## config.mk

```make
export PLATFORM = sky130hd
export DESIGN_NAME = fdpc_ctrl
export DESIGN_NICKNAME = d
export VERILOG_FILES = /design/src/inc/fdpc_pkg.sv /design/src/design/fdpc_duty_meas.sv /design/src/design/fdpc_timer.sv /design/src/design/fdpc_ctrl.sv
export SDC_FILE = /design/constraint.sdc
export NUM_CORES = 1
export LEC_CHECK = 0
export BUFFER_PORTS_ARGS = -buffer_cell sky130_fd_sc_hd__buf_4
export CAP_MARGIN = 20
export CORE_ASPECT_RATIO = 1.5
export CORE_MARGIN = 3
export CORE_UTILIZATION = 45
export DETAILED_ROUTE_END_ITERATION = 6
export PLACE_DENSITY_LB_ADDON = 0.15
export SLEW_MARGIN = 5
export SYNTH_ARGS = -nofsm -noshare
export SYNTH_HDL_FRONTEND = slang
export SYNTH_SLANG_ARGS = --single-unit
```

## constraint.sdc

```tcl
create_clock -name i_clk -period 66.7 [get_ports i_clk]
set_input_delay 13.34 -clock i_clk [delete_from_list [all_inputs] [get_ports i_clk]]
set_output_delay 13.34 -clock i_clk [all_outputs]
set_load 0.01 [all_outputs]
```

## src/inc/fdpc_pkg.sv

```systemverilog
package fdpc_pkg;
   // *****************************************************************
   // Clock and timing
   // *****************************************************************
   localparam int          CLK_HZ          = 10000000;
   localparam int          CLK_PERIOD_NS   = 100;
   localparam int          LOCK_LSB_MS     = 100;
   localparam int          LOCK_LSB_CYC    = CLK_HZ / 1000 * LOCK_LSB_MS;
   localparam int          BLANK_NS        = 1000;
   localparam int          BLANK_CYC       = (BLANK_NS + CLK_PERIOD_NS - 1) / CLK_PERIOD_NS;
   localparam int          SLEW_FAST_NS    = 100;
   localparam int          SLEW_SLOW_NS    = 150;
   localparam int          SLEW_FAST_CYC   = (SLEW_FAST_NS + CLK_PERIOD_NS - 1) / CLK_PERIOD_NS;
   localparam int          SLEW_SLOW_CYC   = (SLEW_SLOW_NS + CLK_PERIOD_NS - 1) / CLK_PERIOD_NS;
   // *****************************************************************
   // Demand and PWM
   // *****************************************************************
   localparam int          DMD_W           = 9;
   localparam logic [8:0]  DMD_MAX         = 9'h1ff;
   localparam logic [8:0]  ADC_OFFSET      = 9'h002;
   localparam int          PWM_W           = 9;
   localparam int          DUTY_PERIOD_W   = 16;
   // *****************************************************************
   // Configuration fields
   // *****************************************************************
   localparam int          CFG_W           = 16;
   localparam int          CFG_SRC_BIT     = 3;
   localparam int          CFG_PP_LSB      = 4;
   localparam int          CFG_OVERVOLTAGE_LOCK_OPT_BIT  = 9;
   localparam int          CFG_SLEW_BIT    = 10;
   localparam int          CFG_SHORT_CLEAR_SEL_BIT  = 15;
   localparam logic [7:0]  LOCK_LATCH      = 8'hff;
   localparam logic [3:0]  RETRY_OFF       = 4'h0;
   localparam logic [15:0] PASSWORD_NONE   = 16'h0000;
   localparam logic [2:0]  PASSWORD_WORD   = 3'h7;
   // *****************************************************************
   // Protection state
   // *****************************************************************
   typedef enum logic [4:0] {
      FDPC_ST_STANDBY = 5'b00001,
      FDPC_ST_START   = 5'b00010,
      FDPC_ST_RUN     = 5'b00100,
      FDPC_ST_LOCKOUT = 5'b01000,
      FDPC_ST_HALT    = 5'b10000
   } fdpc_state_e;
endpackage : fdpc_pkg

```

## src/design/fdpc_duty_meas.sv

```systemverilog
`timescale 1ns/10ps
module fdpc_duty_meas (
   // Clock and reset
   input  wire logic                           i_clk,
   input  wire logic                           i_rst_n,
   // Measured input
   input  wire logic                           i_level,
   // Result
   output logic [fdpc_pkg::DMD_W-1:0]          o_demand,
   output logic                                o_valid
);
   import fdpc_pkg::*;

   logic [DUTY_PERIOD_W-1:0] per_q, per_d, hi_q, hi_d;
   logic                     prev_q;
   logic [DMD_W-1:0]         dmd_q, dmd_d;
   logic                     vld_q, vld_d;
   logic [DUTY_PERIOD_W+DMD_W-1:0] scaled;

   // Divider is combinational; the update rate is one per input period, so area won over speed.
   always_comb begin
      per_d  = per_q;
      hi_d   = hi_q;
      dmd_d  = dmd_q;
      vld_d  = 1'b0;
      scaled = (DUTY_PERIOD_W+DMD_W)'(hi_q) * (DUTY_PERIOD_W+DMD_W)'(DMD_MAX);
      if (i_level && !prev_q) begin
         if (per_q != '0) begin
            dmd_d = DMD_W'(scaled / (DUTY_PERIOD_W+DMD_W)'(per_q));
         end
         vld_d = 1'b1;
         per_d = DUTY_PERIOD_W'(1);
         hi_d  = DUTY_PERIOD_W'(1);
      end else if (per_q != '1) begin
         per_d = per_q + DUTY_PERIOD_W'(1);
         if (i_level) begin
            hi_d = hi_q + DUTY_PERIOD_W'(1);
         end
      end
   end

   always_ff @(posedge i_clk) begin
      if (!i_rst_n) begin
         per_q  <= '0;
         hi_q   <= '0;
         prev_q <= 1'b0;
         dmd_q  <= '0;
         vld_q  <= 1'b0;
      end else begin
         per_q  <= per_d;
         hi_q   <= hi_d;
         prev_q <= i_level;
         dmd_q  <= dmd_d;
         vld_q  <= vld_d;
      end
   end

   assign o_demand = dmd_q;
   assign o_valid  = vld_q;
endmodule : fdpc_duty_meas

```

## src/design/fdpc_timer.sv

```systemverilog
`timescale 1ns/10ps
module fdpc_timer (
   // Clock and reset
   input  wire logic        i_clk,
   input  wire logic        i_rst_n,
   // Control
   input  wire logic        i_start,
   input  wire logic        i_clear,
   input  wire logic [7:0]  i_ticks,
   // Status
   output logic             o_busy,
   output logic             o_done
);
   import fdpc_pkg::*;

   logic [23:0] cyc_q, cyc_d;
   logic [7:0]  tick_q, tick_d;
   logic        busy_q, busy_d, done_q, done_d;

   always_comb begin
      cyc_d  = cyc_q;
      tick_d = tick_q;
      busy_d = busy_q;
      done_d = 1'b0;
      if (i_clear) begin
         busy_d = 1'b0;
      end else if (i_start) begin
         busy_d = 1'b1;
         cyc_d  = '0;
         tick_d = i_ticks;
      end else if (busy_q) begin
         if (tick_q == 8'h00) begin
            busy_d = 1'b0;
            done_d = 1'b1;
         end else if (cyc_q == 24'(LOCK_LSB_CYC - 1)) begin
            cyc_d  = '0;
            tick_d = tick_q - 8'h01;
         end else begin
            cyc_d = cyc_q + 24'h000001;
         end
      end
   end

   always_ff @(posedge i_clk) begin
      if (!i_rst_n) begin
         cyc_q  <= '0;
         tick_q <= '0;
         busy_q <= 1'b0;
         done_q <= 1'b0;
      end else begin
         cyc_q  <= cyc_d;
         tick_q <= tick_d;
         busy_q <= busy_d;
         done_q <= done_d;
      end
   end

   assign o_busy = busy_q;
   assign o_done = done_q;
endmodule : fdpc_timer

```

## src/design/fdpc_ctrl.sv

```systemverilog
`timescale 1ns/10ps
module fdpc_ctrl (
   // Clock and reset
   input  wire logic                        i_clk,
   input  wire logic                        i_rst_n,
   // Configuration
   input  wire logic [fdpc_pkg::CFG_W-1:0]  i_cfg,
   input  wire logic [7:0]                  i_lock_time,
   input  wire logic [3:0]                  i_retry_limit,
   input  wire logic                        i_overvoltage_disable,
   input  wire logic                        i_overvoltage_level_sel,
   input  wire logic                        i_standby_disable,
   input  wire logic [15:0]                 i_password,
   // Demand sources
   input  wire logic                        i_speed_demand_in,
   input  wire logic [8:0]                  i_adc_code,
   input  wire logic                        i_i2c_active,
   input  wire logic                        i_i2c_dmd_valid,
   input  wire logic [8:0]                  i_i2c_dmd,
   // Motor feedback
   input  wire logic                        i_elec_tick,
   input  wire logic                        i_startup_done,
   input  wire logic                        i_rotor_locked,
   // Protection inputs
   input  wire logic                        i_current_limit,
   input  wire logic                        i_short_circuit_trip,
   input  wire logic                        i_switch_on,
   input  wire logic                        i_ov_19v,
   input  wire logic                        i_ov_38v,
   input  wire logic                        i_thermal_trip,
   input  wire logic                        i_vbb_uv,
   input  wire logic                        i_pump_uv,
   // I2C data line drive
   input  wire logic                        i_i2c_sda_low,
   // Outputs
   output logic                             o_pwm,
   output logic                             o_drive_en,
   output logic                             o_slew_slow,
   output logic [1:0]                       o_slew_cycles,
   output logic                             o_speed_pulse_oe_n,
   output logic                             o_speed_pulse_out,
   output logic                             o_startup_oe_n,
   output logic                             o_startup_out,
   output logic                             o_fault_out_n,
   output logic                             o_standby,
   output logic                             o_readback_ok,
   output logic [8:0]                       o_demand
);
   import fdpc_pkg::*;

   // *****************************************************************
   // Demand selection
   // *****************************************************************
   logic [DMD_W-1:0] duty_dmd;
   logic             duty_vld;
   logic [DMD_W-1:0] dmd_q, dmd_d;
   logic [9:0]       adc_sum;

   fdpc_duty_meas u_meas (
      .i_clk   (i_clk),
      .i_rst_n (i_rst_n),
      .i_level (i_speed_demand_in),
      .o_demand(duty_dmd),
      .o_valid (duty_vld)
   );

   always_comb begin
      dmd_d   = dmd_q;
      adc_sum = {1'b0, i_adc_code} + {1'b0, ADC_OFFSET};
      if (i_i2c_active) begin
         if (i_i2c_dmd_valid) begin
            dmd_d = i_i2c_dmd;
         end
      end else if (i_cfg[CFG_SRC_BIT]) begin
         dmd_d = adc_sum[9] ? DMD_MAX : adc_sum[8:0];
      end else if (duty_vld) begin
         dmd_d = duty_dmd;
      end
   end

   // *****************************************************************
   // Protection state machine
   // *****************************************************************
   fdpc_state_e st_q, st_d;
   logic        short_lat_q, short_lat_d;
   logic        ov_lat_q, ov_lat_d;
   logic        tsd_lat_q, tsd_lat_d;
   logic        lock_lat_q, lock_lat_d;
   logic [3:0]  retry_q, retry_d;
   logic [3:0]  blank_q, blank_d;
   logic        cmd_off_q, cmd_off_d;
   logic        tmr_start, tmr_clear, tmr_busy, tmr_done;
   logic        sby_start, sby_busy, sby_done;
   logic        ov_raw, ov_follow, ov_lock, short_evt, event_any;
   logic        cmd_low;

   fdpc_timer u_lock_tmr (
      .i_clk  (i_clk),
      .i_rst_n(i_rst_n),
      .i_start(tmr_start),
      .i_clear(tmr_clear),
      .i_ticks(i_lock_time),
      .o_busy (tmr_busy),
      .o_done (tmr_done)
   );

   // Standby timer restarts on every high level, so only an unbroken low expires it.
   fdpc_timer u_sby_tmr (
      .i_clk  (i_clk),
      .i_rst_n(i_rst_n),
      .i_start(sby_start),
      .i_clear(1'b0),
      .i_ticks(i_lock_time),
      .o_busy (sby_busy),
      .o_done (sby_done)
   );

   always_comb begin
      cmd_low   = i_cfg[CFG_SRC_BIT] ? (i_adc_code == '0) : !i_speed_demand_in;
      ov_raw    = i_overvoltage_level_sel ? i_ov_38v : i_ov_19v;
      ov_follow = ov_raw && !i_cfg[CFG_OVERVOLTAGE_LOCK_OPT_BIT];
      ov_lock   = ov_raw && i_cfg[CFG_OVERVOLTAGE_LOCK_OPT_BIT] && !i_overvoltage_disable;
      short_evt = i_switch_on && i_short_circuit_trip && blank_q == 4'(BLANK_CYC);
      event_any = short_evt || ov_lock || i_thermal_trip || i_rotor_locked;
      sby_start = !cmd_low || (!sby_busy && !sby_done && st_q != FDPC_ST_STANDBY);
      st_d        = st_q;
      short_lat_d = short_lat_q;
      ov_lat_d    = ov_lat_q;
      tsd_lat_d   = tsd_lat_q;
      lock_lat_d  = lock_lat_q;
      retry_d     = retry_q;
      cmd_off_d   = cmd_off_q || cmd_low;
      tmr_start   = 1'b0;
      tmr_clear   = 1'b0;
      blank_d     = (i_switch_on && i_short_circuit_trip) ?
                    ((blank_q == 4'(BLANK_CYC)) ? blank_q : blank_q + 4'h1) : 4'h0;
      case (st_q)
         FDPC_ST_STANDBY: begin
            if (!cmd_low) begin
               st_d = FDPC_ST_START;
            end
         end
         FDPC_ST_START, FDPC_ST_RUN: begin
            if (event_any) begin
               short_lat_d = short_lat_q || short_evt;
               ov_lat_d    = ov_lat_q || ov_lock;
               tsd_lat_d   = tsd_lat_q || i_thermal_trip;
               lock_lat_d  = lock_lat_q || i_rotor_locked;
               retry_d     = (retry_q == 4'hf) ? retry_q : retry_q + 4'h1;
               cmd_off_d   = 1'b0;
               tmr_start   = 1'b1;
               st_d        = FDPC_ST_LOCKOUT;
            end else if (sby_done && !i_standby_disable) begin
               st_d = FDPC_ST_STANDBY;
            end else if (st_q == FDPC_ST_START && i_startup_done) begin
               st_d = FDPC_ST_RUN;
            end
         end
         FDPC_ST_LOCKOUT: begin
            if (i_lock_time == LOCK_LATCH) begin
               tmr_clear = 1'b1;
            end
            if (i_retry_limit != RETRY_OFF && retry_q > i_retry_limit) begin
               st_d = FDPC_ST_HALT;
            end else if (short_lat_q && i_cfg[CFG_SHORT_CLEAR_SEL_BIT]) begin
               if (cmd_off_q && !cmd_low) begin
                  short_lat_d = 1'b0;
                  ov_lat_d    = 1'b0;
                  tsd_lat_d   = 1'b0;
                  lock_lat_d  = 1'b0;
                  st_d        = FDPC_ST_START;
               end
            end else if (tmr_done && !ov_raw && !i_thermal_trip) begin
               short_lat_d = 1'b0;
               ov_lat_d    = 1'b0;
               tsd_lat_d   = 1'b0;
               lock_lat_d  = 1'b0;
               st_d        = FDPC_ST_START;
            end else if (tmr_done) begin
               tmr_start = 1'b1;
            end
         end
         FDPC_ST_HALT: begin
            if (cmd_off_q && !cmd_low) begin
               retry_d     = '0;
               short_lat_d = 1'b0;
               ov_lat_d    = 1'b0;
               tsd_lat_d   = 1'b0;
               lock_lat_d  = 1'b0;
               st_d        = FDPC_ST_START;
            end
         end
         default: st_d = FDPC_ST_START;
      endcase
      if (st_d == FDPC_ST_START && st_q != FDPC_ST_START) begin
         cmd_off_d = 1'b0;
      end
   end

   // *****************************************************************
   // PWM, speed pulse and outputs
   // *****************************************************************
   logic [PWM_W-1:0] pwm_cnt_q, pwm_cnt_d;
   logic             pwm_q, pwm_d, cut_q, cut_d;
   logic [2:0]       fg_div_q, fg_div_d;
   logic             fg_q, fg_d;
   logic             drv_q, drv_d;
   logic             sda_oe_n_q, sda_oe_n_d;
   logic             test_oe_n_q, test_oe_n_d;
   logic             fault_n_q, fault_n_d;
   logic             sby_q, sby_d;
   logic             rb_q, rb_d;
   logic             slew_q, slew_d;
   logic [1:0]       slew_cyc_q, slew_cyc_d;
   logic [2:0]       pp;
   logic [3:0]       fg_acc, fg_pairs;

   always_comb begin
      pp        = i_cfg[CFG_PP_LSB +: 3];
      fg_pairs  = {1'b0, pp} + 4'h1;
      fg_acc    = {1'b0, fg_div_q} + 4'h2;
      pwm_cnt_d = (pwm_cnt_q == DMD_MAX - 9'h001) ? '0 : pwm_cnt_q + 9'h001;
      cut_d     = (pwm_cnt_d == '0) ? 1'b0 : (cut_q || (pwm_q && i_current_limit));
      drv_d     = (st_d == FDPC_ST_START || st_d == FDPC_ST_RUN) && !ov_follow;
      pwm_d     = drv_d && (pwm_cnt_d < dmd_d) && !cut_d;
      fg_div_d  = fg_div_q;
      fg_d      = fg_q;
      if (!drv_q) begin
         fg_div_d = '0;
      end else if (i_elec_tick) begin
         // Two per half-period against the pair count keeps odd pair counts exact on average.
         if (fg_acc >= fg_pairs) begin
            fg_div_d = 3'(fg_acc - fg_pairs);
            fg_d     = !fg_q;
         end else begin
            fg_div_d = fg_acc[2:0];
         end
      end
      sda_oe_n_d  = i_i2c_active ? !i_i2c_sda_low : fg_q;
      test_oe_n_d = (st_d == FDPC_ST_RUN);
      fault_n_d   = !(i_vbb_uv || ov_raw && !(i_overvoltage_disable && i_cfg[CFG_OVERVOLTAGE_LOCK_OPT_BIT])
                      || i_thermal_trip || i_pump_uv || lock_lat_d || short_lat_d
                      || ov_lat_d || tsd_lat_d || st_d == FDPC_ST_HALT);
      sby_d       = (st_d == FDPC_ST_STANDBY);
      rb_d        = (i_password == PASSWORD_NONE);
      slew_d      = i_cfg[CFG_SLEW_BIT];
      slew_cyc_d  = slew_d ? 2'(SLEW_SLOW_CYC) : 2'(SLEW_FAST_CYC);
   end

   always_ff @(posedge i_clk) begin
      if (!i_rst_n) begin
         st_q        <= FDPC_ST_START;
         dmd_q       <= '0;
         short_lat_q <= 1'b0;
         ov_lat_q    <= 1'b0;
         tsd_lat_q   <= 1'b0;
         lock_lat_q  <= 1'b0;
         retry_q     <= '0;
         blank_q     <= '0;
         cmd_off_q   <= 1'b0;
         pwm_cnt_q   <= '0;
         pwm_q       <= 1'b0;
         cut_q       <= 1'b0;
         fg_div_q    <= '0;
         fg_q        <= 1'b1;
         drv_q       <= 1'b0;
         sda_oe_n_q  <= 1'b1;
         test_oe_n_q <= 1'b0;
         fault_n_q   <= 1'b1;
         sby_q       <= 1'b0;
         rb_q        <= 1'b1;
         slew_q      <= 1'b0;
         slew_cyc_q  <= 2'(SLEW_FAST_CYC);
      end else begin
         st_q        <= st_d;
         dmd_q       <= dmd_d;
         short_lat_q <= short_lat_d;
         ov_lat_q    <= ov_lat_d;
         tsd_lat_q   <= tsd_lat_d;
         lock_lat_q  <= lock_lat_d;
         retry_q     <= retry_d;
         blank_q     <= blank_d;
         cmd_off_q   <= cmd_off_d;
         pwm_cnt_q   <= pwm_cnt_d;
         pwm_q       <= pwm_d;
         cut_q       <= cut_d;
         fg_div_q    <= fg_div_d;
         fg_q        <= fg_d;
         drv_q       <= drv_d;
         sda_oe_n_q  <= sda_oe_n_d;
         test_oe_n_q <= test_oe_n_d;
         fault_n_q   <= fault_n_d;
         sby_q       <= sby_d;
         rb_q        <= rb_d;
         slew_q      <= slew_d;
         slew_cyc_q  <= slew_cyc_d;
      end
   end

   // *****************************************************************
   // Output assignment
   // *****************************************************************
   // Open-drain pins drive only low; the enable carries the level.
   assign o_pwm              = pwm_q;
   assign o_drive_en         = drv_q;
   assign o_slew_slow        = slew_q;
   assign o_slew_cycles      = slew_cyc_q;
   assign o_speed_pulse_oe_n = sda_oe_n_q;
   assign o_speed_pulse_out  = 1'b0;
   assign o_startup_oe_n     = test_oe_n_q;
   assign o_startup_out      = 1'b0;
   assign o_fault_out_n      = fault_n_q;
   assign o_standby          = sby_q;
   assign o_readback_ok      = rb_q;
   assign o_demand           = dmd_q;
endmodule : fdpc_ctrl

```

## Word level (Yosys, flattened, before mapping)

Index checks and enable logic that the tools add are counted.

| operators by class | value |
|---|---|
| add/sub/neg operators | 13 |
| $mul | 1 |
| divide/modulo/power cells | 1 |
| $lt $le $gt $ge | 3 |
| equality and inequality tests | 23 |
| muxes and demuxes | 86 |
| bitwise logic cells | 5 |
| reduce and logical (&&, ||, !) cells | 89 |

Operators with widths:

| operator | number |
|---|---|
| $mux W24 | 5 |
| $mux W8 | 8 |
| $mux W9 | 6 |
| $add A24 B1 Y24 const B | 2 |
| $eq A24 B20 Y1 const B | 2 |
| $mux W1 | 47 |
| $mux W5 | 8 |
| $add A16 B1 Y16 const B | 2 |
| $div A25 B16 Y25 | 1 |
| $mul A16 B9 Y25 const B | 1 |
| $logic_and A1 B1 Y1 | 22 |
| $pmux W5 S4 | 1 |
| $logic_or A1 B1 Y1 | 19 |
| $logic_not A9 Y1 | 2 |
| $logic_not A1 Y1 | 16 |
| $logic_not A16 Y1 | 1 |
| $logic_not A8 Y1 | 2 |
| $ne A16 B16 Y1 const B | 1 |
| $reduce_bool A16 Y1 | 1 |
| $sub A8 B1 Y8 const B | 2 |
| $reduce_bool A2 Y1 | 7 |
| $mux W4 | 3 |
| $pmux W1 S3 | 4 |
| $reduce_and A2 Y1 | 6 |
| 31 further kinds | 52 |

| storage, ports and cells | value |
|---|---|
| register bits | 162 |
| bits of input ports | 82 |
| output and inout port bits | 21 |
| word-level logic and storage cells | 258 |

## Longest topological paths before layout

Gate-level depths: netlist of run 1.

| depth | value |
|---|---|
| word-level depth | 14 |
| gate-level depth with buffers | 316 |
| depth with buffers taken out | 298 |

## Cells and area by module

Synthesis of run 1 repeated with hierarchy kept, for this count alone.

| unflattened totals | value |
|---|---|
| cell total of the unflattened synthesis | 3478 |
| area, all modules | 26623.0 um2 |

Modules (own cells, without submodules):

| module | instances | cells an instance | area each (um2) | sequential area each (um2) |
|---|---|---|---|---|
| fdpc_duty_meas | 1 | 2618 | 19577.5 | 860.8 |
| fdpc_timer | 2 | 226 | 1818.0 | 680.7 |
| fdpc_ctrl | 1 | 408 | 3409.5 | 1001.0 |

## Worst setup path before layout of run 1

No wires, ideal clock.

| timing | value |
|---|---|
| kind | register -> register |
| start | register u_meas.hi_q[6] |
| end | register u_meas.dmd_q[0], in the netlist u_meas.o_demand[0] |
| library setup time | 0.127 ns |
| data arrival time | 60.632 ns |
| required time | 66.573 ns |
| setup slack | 5.941 ns |
| stages on the path, launching flop included | 288 |
| buffers on the path | 28 |
| clock period less this slack | 60.759 ns |
| path through | dfxtp_1 inv_1 fa_1 inv_1 fa_1 fa_1 inv_1 fa_1 inv_1 ha_1 clkbuf_1 a21oi_1 o21ai_1 a211oi_1 and3_1 o211ai_1 ha_1 o21ai_0 [252 not listed] o21ai_0 nand2b_1 a21oi_1 nor2b_1 o21ai_0 nand2b_1 a21oi_1 nor2b_1 o21ai_0 nand2b_1 a21oi_1 nor2b_1 o21ai_0 nand3_1 a211oi_1 nand3_1 nor4b_1 a31oi_1 |

| on the way | value |
|---|---|
| longest elaborated chain between the ends | 2 |

RTL lines:

| element | line | source |
|---|---|---|
| from (decl) | fdpc_duty_meas.sv:14 | `logic [DUTY_PERIOD_W-1:0] per_q, per_d, hi_q, hi_d;` |
| from (signal assigned) | fdpc_duty_meas.sv:51 | `hi_q <= hi_d;` |
| $mul A16 B9 Y25 | fdpc_duty_meas.sv:26 | `scaled = (DUTY_PERIOD_W+DMD_W)'(hi_q) * (DUTY_PERIOD_W+DMD_W)'(DMD_MAX);` |
| $div A25 B16 Y25 | fdpc_duty_meas.sv:29 | `dmd_d = DMD_W'(scaled / (DUTY_PERIOD_W+DMD_W)'(per_q));` |
| to (signal assigned) | fdpc_duty_meas.sv:53 | `dmd_q <= dmd_d;` |
| to (decl) | fdpc_duty_meas.sv:16 | `logic [DMD_W-1:0] dmd_q, dmd_d;` |

Every way passes these cells.
A chain may end at the register's enable or synchronous reset.

## Worst setup path after layout of run 1

| timing | value |
|---|---|
| start | register u_meas.hi_q[5] |
| end | register u_meas.dmd_q[0], in the netlist u_meas.o_demand[0] |

The elaborated chain is that of the path after synthesis.

==> results of run 1 <==
## Yosys cell counts, types with 20 or more instances
| master | n |
|---|---|
| nor2_1 | 400 |
| ha_1 | 370 |
| nand2_1 | 281 |
| a21oi_1 | 228 |
| inv_1 | 226 |
| o21ai_0 | 164 |
| dfxtp_1 | 161 |
| xnor2_1 | 145 |
| nor3_1 | 126 |
| o21a_1 | 113 |
| nand3_1 | 100 |
| xor2_1 | 91 |
| mux2_2 | 84 |
| a21o_1 | 72 |
| fa_1 | 72 |
| clkbuf_1 | 65 |
| nand4_1 | 50 |
| o31ai_1 | 46 |
| nand2b_1 | 42 |
| a211oi_1 | 38 |
| nor2b_1 | 38 |
| and3_1 | 34 |
| nor4_1 | 33 |
| or3_1 | 33 |
| and2_1 | 32 |
| a31oi_1 | 31 |
| mux2i_1 | 30 |
| o211ai_1 | 27 |
| or2_2 | 20 |
## final cells by class
cell class                      instances  area (um^2)
Tap cell                              770          963
Timing Repair Buffer                  385         2890
Clock inverter                         14          125
Inverter                              227          852
Clock buffer                           18          429
Fill cell                            5820        27300
Sequential cell                       161         3220
Multi-Input combinational cell       3002        22200
## through the flow
step,setup WS (ns),hold slack [ns],cells,setup TNS [ns]
after floorplan,5.94,0.416,3478,0
after global placement,2.18,0.438,4538,0
after detailed placement,2.03,0.440,4538,0
after CTS,1.72,0.452,4570,0
after global routing,-0.0776,0.491,4577,-0.0776
final,4.75,0.449,4577,0
## timing repair
item	4_1_cts	5_1_grt
setup endpoints to repair	0	2
resized for setup	0	46
buffers inserted	0	7
## worst reg2reg max path: cells and delay by family, from the launching register on
family / cells / cell delay [ns]
flops: 1 / 0.49
fa+ha+maj: 30 / 10.07
simple gates: 70 / 12.38
buf+inv: 19 / 2.93
compound gates: 163 / 34.37
mux: 5 / 1.48
## worst max-delay path by stage
stage | endpoint | slack [ns] | cells after the start
CTS | u_meas.o_demand[0]$_SDFFE_PN0P_ | 1.72 | 281
floorplan | u_meas.o_demand[0]$_SDFFE_PN0P_ | 5.94 | 287
finish | u_meas.o_demand[0]$_SDFFE_PN0P_ | 4.75 | 287
global route | u_meas.o_demand[0]$_SDFFE_PN0P_ | -0.08 | 288
detailed placement | u_meas.o_demand[0]$_SDFFE_PN0P_ | 2.03 | 283
global placement | u_meas.o_demand[0]$_SDFFE_PN0P_ | 2.18 | 282
## registers in the layout, indices dropped and copies added (netlist names), 5 cells and up
signal / count
st_q: 5
u_meas.per_q: 16
o_demand: 9
u_sby_tmr.tick_q: 8
pwm_cnt_q: 9
u_meas.o_demand: 9
u_sby_tmr.cyc_q: 24
u_lock_tmr.cyc_q: 24
u_lock_tmr.tick_q: 8
u_meas.hi_q: 16
## kinds of logic after synthesis
group	count (synthesis)
buf+inv	315
compound gates	943
other cells	1
simple gates	1263
flops	161
fa+ha+maj	442
mux	116
xor+xnor	236
## metal layers
layer | up-vias | track usage (%) | part of all wire, %
met5 | - | 0 | 0
met4 | 0 | 10.9 | 4.4
met3 | 160 | 2.08 | 2.5
met2 | 436 | 50.8 | 55
met1 | 12300 | 25.1 | 38
li1 | 13300 | - | -
==> impl_metrics.py, run 1 <==
metrics = {
    "synthesis": {
        "synth_area_leader_cell": "ha_1",
        "synth-edff-count": 0,
        "ys.flop_type": "dfxtp_1",
        "ys_warn_count": 0,
        "synth-compound-area-share_pct": 24.3,
        "synth_adder_area_share_pct": 22.9,
        "ys_seq_area_share_pct": 12.2,
        "synthMuxAreaShare_pct": 4.85,
        "synth_top_family_by_area": "compound AO/OA/AOI/OAI gates",
        "syn_area_mm2": 0.0265,
        "synth_top_area_share_pct": 17.5,
        "synth.distinct_cells": 118,
        "netlist_top_cells_area": "ha_1 17%, dfxtp_1 12%, nor2_1 5.7%",
        "netlist_instances": 3477,
        "syn_avg_cell_area_um2": 7.61,
        "synth_xor_area_share_pct": 7.81,
        "synthSimpleGateAreaFrac_pct": 23.2,
        "async_flop_share_pct": 0,
        "ys_ff_latch": 161,
    },
    "cells_and_area": {
        "layout_common_cells": "399 x nor2_1, 385 x buf_4, 370 x ha_1",
        "drive_above_1_share_pct": 16.2,
        "area_growth_pct": 16.0,
        "fin_nets": 4318,
        "antenna_cells": 0,
        "final_core_util_pct": 52.9,
        "final_common_cell": "nor2_1",
        "postLayoutCellArea_mm2": 0.0307,
    },
    "clocking": {
        "cts_buffers": 17,
        "clock-root-buffer": "clkbuf_16",
        "cts_tree": "built",
        "clk_path_buf_depth": 2,
        "h-tree-depth": 4,
        "clkLatencyLatePin_ns": 0.48,
        "clkSinkCount": 161,
        "ctsHoldBuffers": 0,
        "path_clk_slew_ns": 0.08,
    },
    "setup_path": {
        "timing.rr.start": "u_meas.hi_q[5]$_SDFFE_PP0P_",
        "worst-r2r-cell-count": 287,
        "critical_path_buf_inv_count": 19,
        "critPathArrivalTime_ns": 62.30,
        "crit_slowest_cell": "fa_1",
        "rrSetupSlack_ns": 4.75,
        "path_delay_family": "compound AO/OA/AOI/OAI gates",
        "criticalPathCategory": "register to register",
        "crit_path_start": "u_meas.hi_q[5]$_SDFFE_PP0P_",
        "slowest_delay_ns": 0.67,
        "startpoint_type": "register",
        "cp.required_ns": 67.05,
        "worst_r2r_endpoint": "u_meas.o_demand[0]$_SDFFE_PN0P_",
        "critPathCaptureType": "register",
        "critPathMaxFanout": 20,
        "crit_top_cell": "o21a_1",
    },
    "grt": {
        "grt_max_degree": 39,
        "grt_usage_pct": 24.8,
        "antenna_found_initial": 0,
        "grt-ovfl-total": 0,
        "grt_pass1_wl_um": 126000,
        "grt_pass1_vias": 25800,
    },
    "status": {
        "status": "finished clean",
    },
    "floorplan": {
        "dieArea_mm2": 0.0618,
        "ios": 103,
        "fp.coreArea_mm2": 0.0580,
        "die_h_um": 303,
        "die_w_um": 204,
        "start_util_pct": 45.6,
        "rows": 108,
    },
    "timing": {
        "hold_viol": 0,
        "skew_ns": 0.0160,
        "post-route-period-util_pct": 92.9,
        "fmax_mhz": 16.1,
        "worst_slew_pin_slew_ns": 1.06,
        "finalSetupViolations": 0,
        "relSlewSlack_pct": 29.3,
        "layout_min_cycle_time_ns": 61.95,
        "slew_viol_final": 0,
    },
    "min_path": {
        "hp-class": "register to register",
        "min-delay-start": "u_lock_tmr.o_busy$_SDFF_PP0_",
        "holdPathStages": 2,
        "hold_end": "u_lock_tmr.o_done$_SDFF_PP0_",
    },
    "route": {
        "drtIter0Drc": 1044,
        "vias": 26300,
        "routedWlPerCell_um": 17.1,
        "postRouteAntennaNets": 0,
        "firstDrtPassIters": 5,
        "drc": 0,
        "routed_via_density": 5.74,
        "routed_wl_um": 78100,
    },
    "placed_design": {
        "gp_congestion": 0.910,
        "dpl_cell_area_mm2": 0.0299,
        "dpl.hpwl_um": 63900,
        "portBuffers": 91,
    },
    "run": {
        "cap_violations": 0,
    },
}
Power of run 1 is left out: the tool's default activity adds up to more than one toggle a clock period on the data nets, which glitch-free logic cannot reach.
==> run 2, diff against run 1 <==
- ABC_AREA: not set -> 1
==> run 2 against run 1 <==
Compared with the run above: synthesized cell count rose by 16%; clock-buffer cell count unchanged; non-clock buffer count increased by 126; core utilization increased by 2.6 points; sequential cell count did not move; via count grew 1.6%; routed wire length is 9.8% lower; die area shrank 0.96%; critical path type unchanged; critical endpoint unchanged.
==> impl_metrics.py, run 2 <==
metrics = {
    "grt": {
        "grt_pass1_wl_um": 117000,
        "grt-ovfl-total": 0,
        "grt_pass1_vias": 25400,
        "grt_max_degree": 46,
        "antenna_found_initial": 1,
        "grt_usage_pct": 22.7,
    },
    "synthesis": {
        "yosys.cell_count.top_type": "nand2_1",
        "ys_warn_count": 0,
        "synth_top_area_share_pct": 17.7,
        "yosys-top-cells-count": "825 x nand2_1, 686 x inv_1, 370 x ha_1",
        "ys_seq_area_share_pct": 12.3,
        "syn_area_mm2": 0.0262,
        "async_flop_share_pct": 0,
        "syn_avg_cell_area_um2": 6.48,
        "ys.flop_type": "dfxtp_1",
        "synth-edff-count": 0,
        "netlist_top_cells_area": "ha_1 18%, dfxtp_1 12%, nand2_1 12%",
        "synth.distinct_cells": 73,
        "synth_area_leader_cell": "ha_1",
        "ys_ff_latch": 161,
        "netlist_instances": 4043,
    },
    "floorplan": {
        "die_h_um": 301,
        "start_util_pct": 45.8,
        "ios": 103,
        "die_w_um": 203,
        "rows": 107,
        "fp.coreArea_mm2": 0.0572,
        "dieArea_mm2": 0.0612,
    },
    "clocking": {
        "cts_buffers": 17,
        "ctsHoldBuffers": 0,
        "h-tree-depth": 4,
        "clkLatencyLatePin_ns": 0.44,
        "cts_tree": "built",
        "clock-root-buffer": "clkbuf_16",
        "path_clk_slew_ns": 0.07,
        "clkSinkCount": 161,
        "clk_path_buf_depth": 2,
    },
    "timing": {
        "hold_viol": 0,
        "relSlewSlack_pct": 50.7,
        "post-route-period-util_pct": 90.2,
        "finalSetupViolations": 0,
        "worst_slew_pin_slew_ns": 0.736,
        "skew_ns": 0.0104,
        "slew_viol_final": 0,
        "fmax_mhz": 16.6,
        "layout_min_cycle_time_ns": 60.19,
        "fin_setup_tns_ns": 0,
    },
    "min_path": {
        "hp-class": "register to register",
        "min-delay-start": "u_sby_tmr.o_busy$_SDFF_PN0_",
        "holdPathStages": 2,
        "hold_end": "u_sby_tmr.o_done$_SDFF_PP0_",
    },
    "run": {
        "cap_violations": 0,
    },
    "status": {
        "status": "finished clean",
    },
    "setup_path": {
        "critPathArrivalTime_ns": 60.52,
        "critPathCaptureType": "register",
        "slowest_delay_ns": 0.64,
        "cp.required_ns": 67.03,
        "crit_slowest_cell": "fa_2",
        "worst-r2r-cell-count": 474,
        "worst_r2r_endpoint": "u_meas.o_demand[0]$_SDFFE_PN0P_",
        "criticalPathCategory": "register to register",
        "critPathMaxFanout": 13,
        "crit_top_cell": "inv_1",
        "timing.rr.start": "u_meas.hi_q[8]$_SDFFE_PP0P_",
        "rrSetupSlack_ns": 6.51,
        "startpoint_type": "register",
    },
    "route": {
        "routed_via_density": 5.04,
        "firstDrtPassIters": 5,
        "drc": 0,
        "vias": 26700,
        "postRouteAntennaNets": 0,
        "routedWlPerCell_um": 13.3,
        "routed_wl_um": 70400,
        "drtIter0Drc": 909,
    },
    "placed_design": {
        "dpl.hpwl_um": 57900,
        "gp_congestion": 0.876,
        "portBuffers": 91,
    },
    "cells_and_area": {
        "reg.largest.list": "u_lock_tmr.cyc_q x24, u_sby_tmr.cyc_q x24",
        "area_growth_pct": 21.3,
        "fin_nets": 5036,
        "final_common_cell": "nand2_1",
        "layout_common_cells": "824 x nand2_1, 681 x inv_1, 507 x buf_4",
        "drive_above_1_share_pct": 19.2,
    },
}
==> run 2: stage by stage <==
step                hold WS, ns  utilization (%)  setup WS [ns]  instance area [um^2]  std cells
finish                    0.442             55.6           6.51                 31800       5289
global placement          0.429             53.2           1.12                 30400       5227
detailed placement        0.432             53.2          0.942                 30400       5227
floorplan                 0.392                -           2.68                 26200       4044
CTS                       0.442             54.3          0.643                 31000       5259
global route              0.487             55.6         -0.240                 31800       5289
==> run 2: timing repair <==
action | in CTS | in global routing
endpoints found under the setup margin | 0 | 3
buffers inserted | 0 | 28
resized for setup | 0 | 152
==> run 2: how the worst max path moves through the flow <==
| stage | slack [ns] | depth (start not counted) | startpoint | to |
|---|---|---|---|---|
| final | 6.51 | 474 | u_meas.hi_q[8]$_SDFFE_PP0P_ | u_meas.o_demand[0]$_SDFFE_PN0P_ |
| after global placement | 1.12 | 483 | u_meas.hi_q[13]$_SDFFE_PP0P_ | u_meas.o_demand[0]$_SDFFE_PN0P_ |
| after floorplan | 2.68 | 490 | u_meas.hi_q[13]$_SDFFE_PP0P_ | u_meas.o_demand[0]$_SDFFE_PN0P_ |
| after detailed placement | 0.94 | 484 | u_meas.hi_q[13]$_SDFFE_PP0P_ | u_meas.o_demand[0]$_SDFFE_PN0P_ |
| after global routing | -0.24 | 486 | u_meas.hi_q[13]$_SDFFE_PP0P_ | u_meas.o_demand[0]$_SDFFE_PN0P_ |
| after CTS | 0.64 | 484 | u_meas.hi_q[13]$_SDFFE_PP0P_ | u_meas.o_demand[0]$_SDFFE_PN0P_ |
==> run 2: critical path, delay by kind of cell (launching register included) <==
kind | cells | cell delay [ns]
adder cells (fa/ha/maj) | 30 | 10.21
XOR/XNOR | 2 | 0.34
AO/OA/AOI/OAI | 174 | 25.37
flip-flops | 1 | 0.41
buffers and inverters | 117 | 8.58
AND/OR/NAND/NOR | 151 | 14.98
==> run 2: kinds of logic (layout without fill, tap and decap cells) <==
| family | count (synthesis) | in the layout | share of synthesized area [%] |
|---|---|---|---|
| compound gates | 783 | 783 | 17.0 |
| xor+xnor | 225 | 225 | 7.55 |
| fa+ha+maj | 442 | 442 | 23.2 |
| buf+inv | 814 | 1295 | 12.2 |
| flops | 161 | 161 | 12.3 |
| mux | 2 | 2 | 0.0764 |
| other cells | 1 | 3 | 0.0143 |
| simple gates | 1615 | 1615 | 27.7 |
==> run 2: area by class of cell <==
| type | instances | area (um^2) |
|---|---|---|
| fillers | 5703 | 25400 |
| multi-input cells | 3069 | 20200 |
| repair buffers | 511 | 3880 |
| flip-flops and latches | 161 | 3230 |
| inverters | 751 | 2840 |
| well taps | 763 | 955 |
| clock buffers | 18 | 439 |
| clock inverters | 14 | 170 |
| repair inverters | 1 | 6.26 |
| diodes | 1 | 2.50 |
==> run 2: per-layer routing <==
| layer | wire length [um] | track usage [%] | share of wire (%) | vias to the layer above |
|---|---|---|---|---|
| met2 | 38000 | 45.5 | 54 | 324 |
| met4 | 2340 | 7.53 | 3.3 | 0 |
| met5 | 0 | 0 | 0 | - |
| met3 | 1640 | 2.03 | 2.3 | 117 |
| li1 | - | - | - | 14100 |
| met1 | 28400 | 24.5 | 40 | 12100 |
Power of run 2 is left out for the same reason.
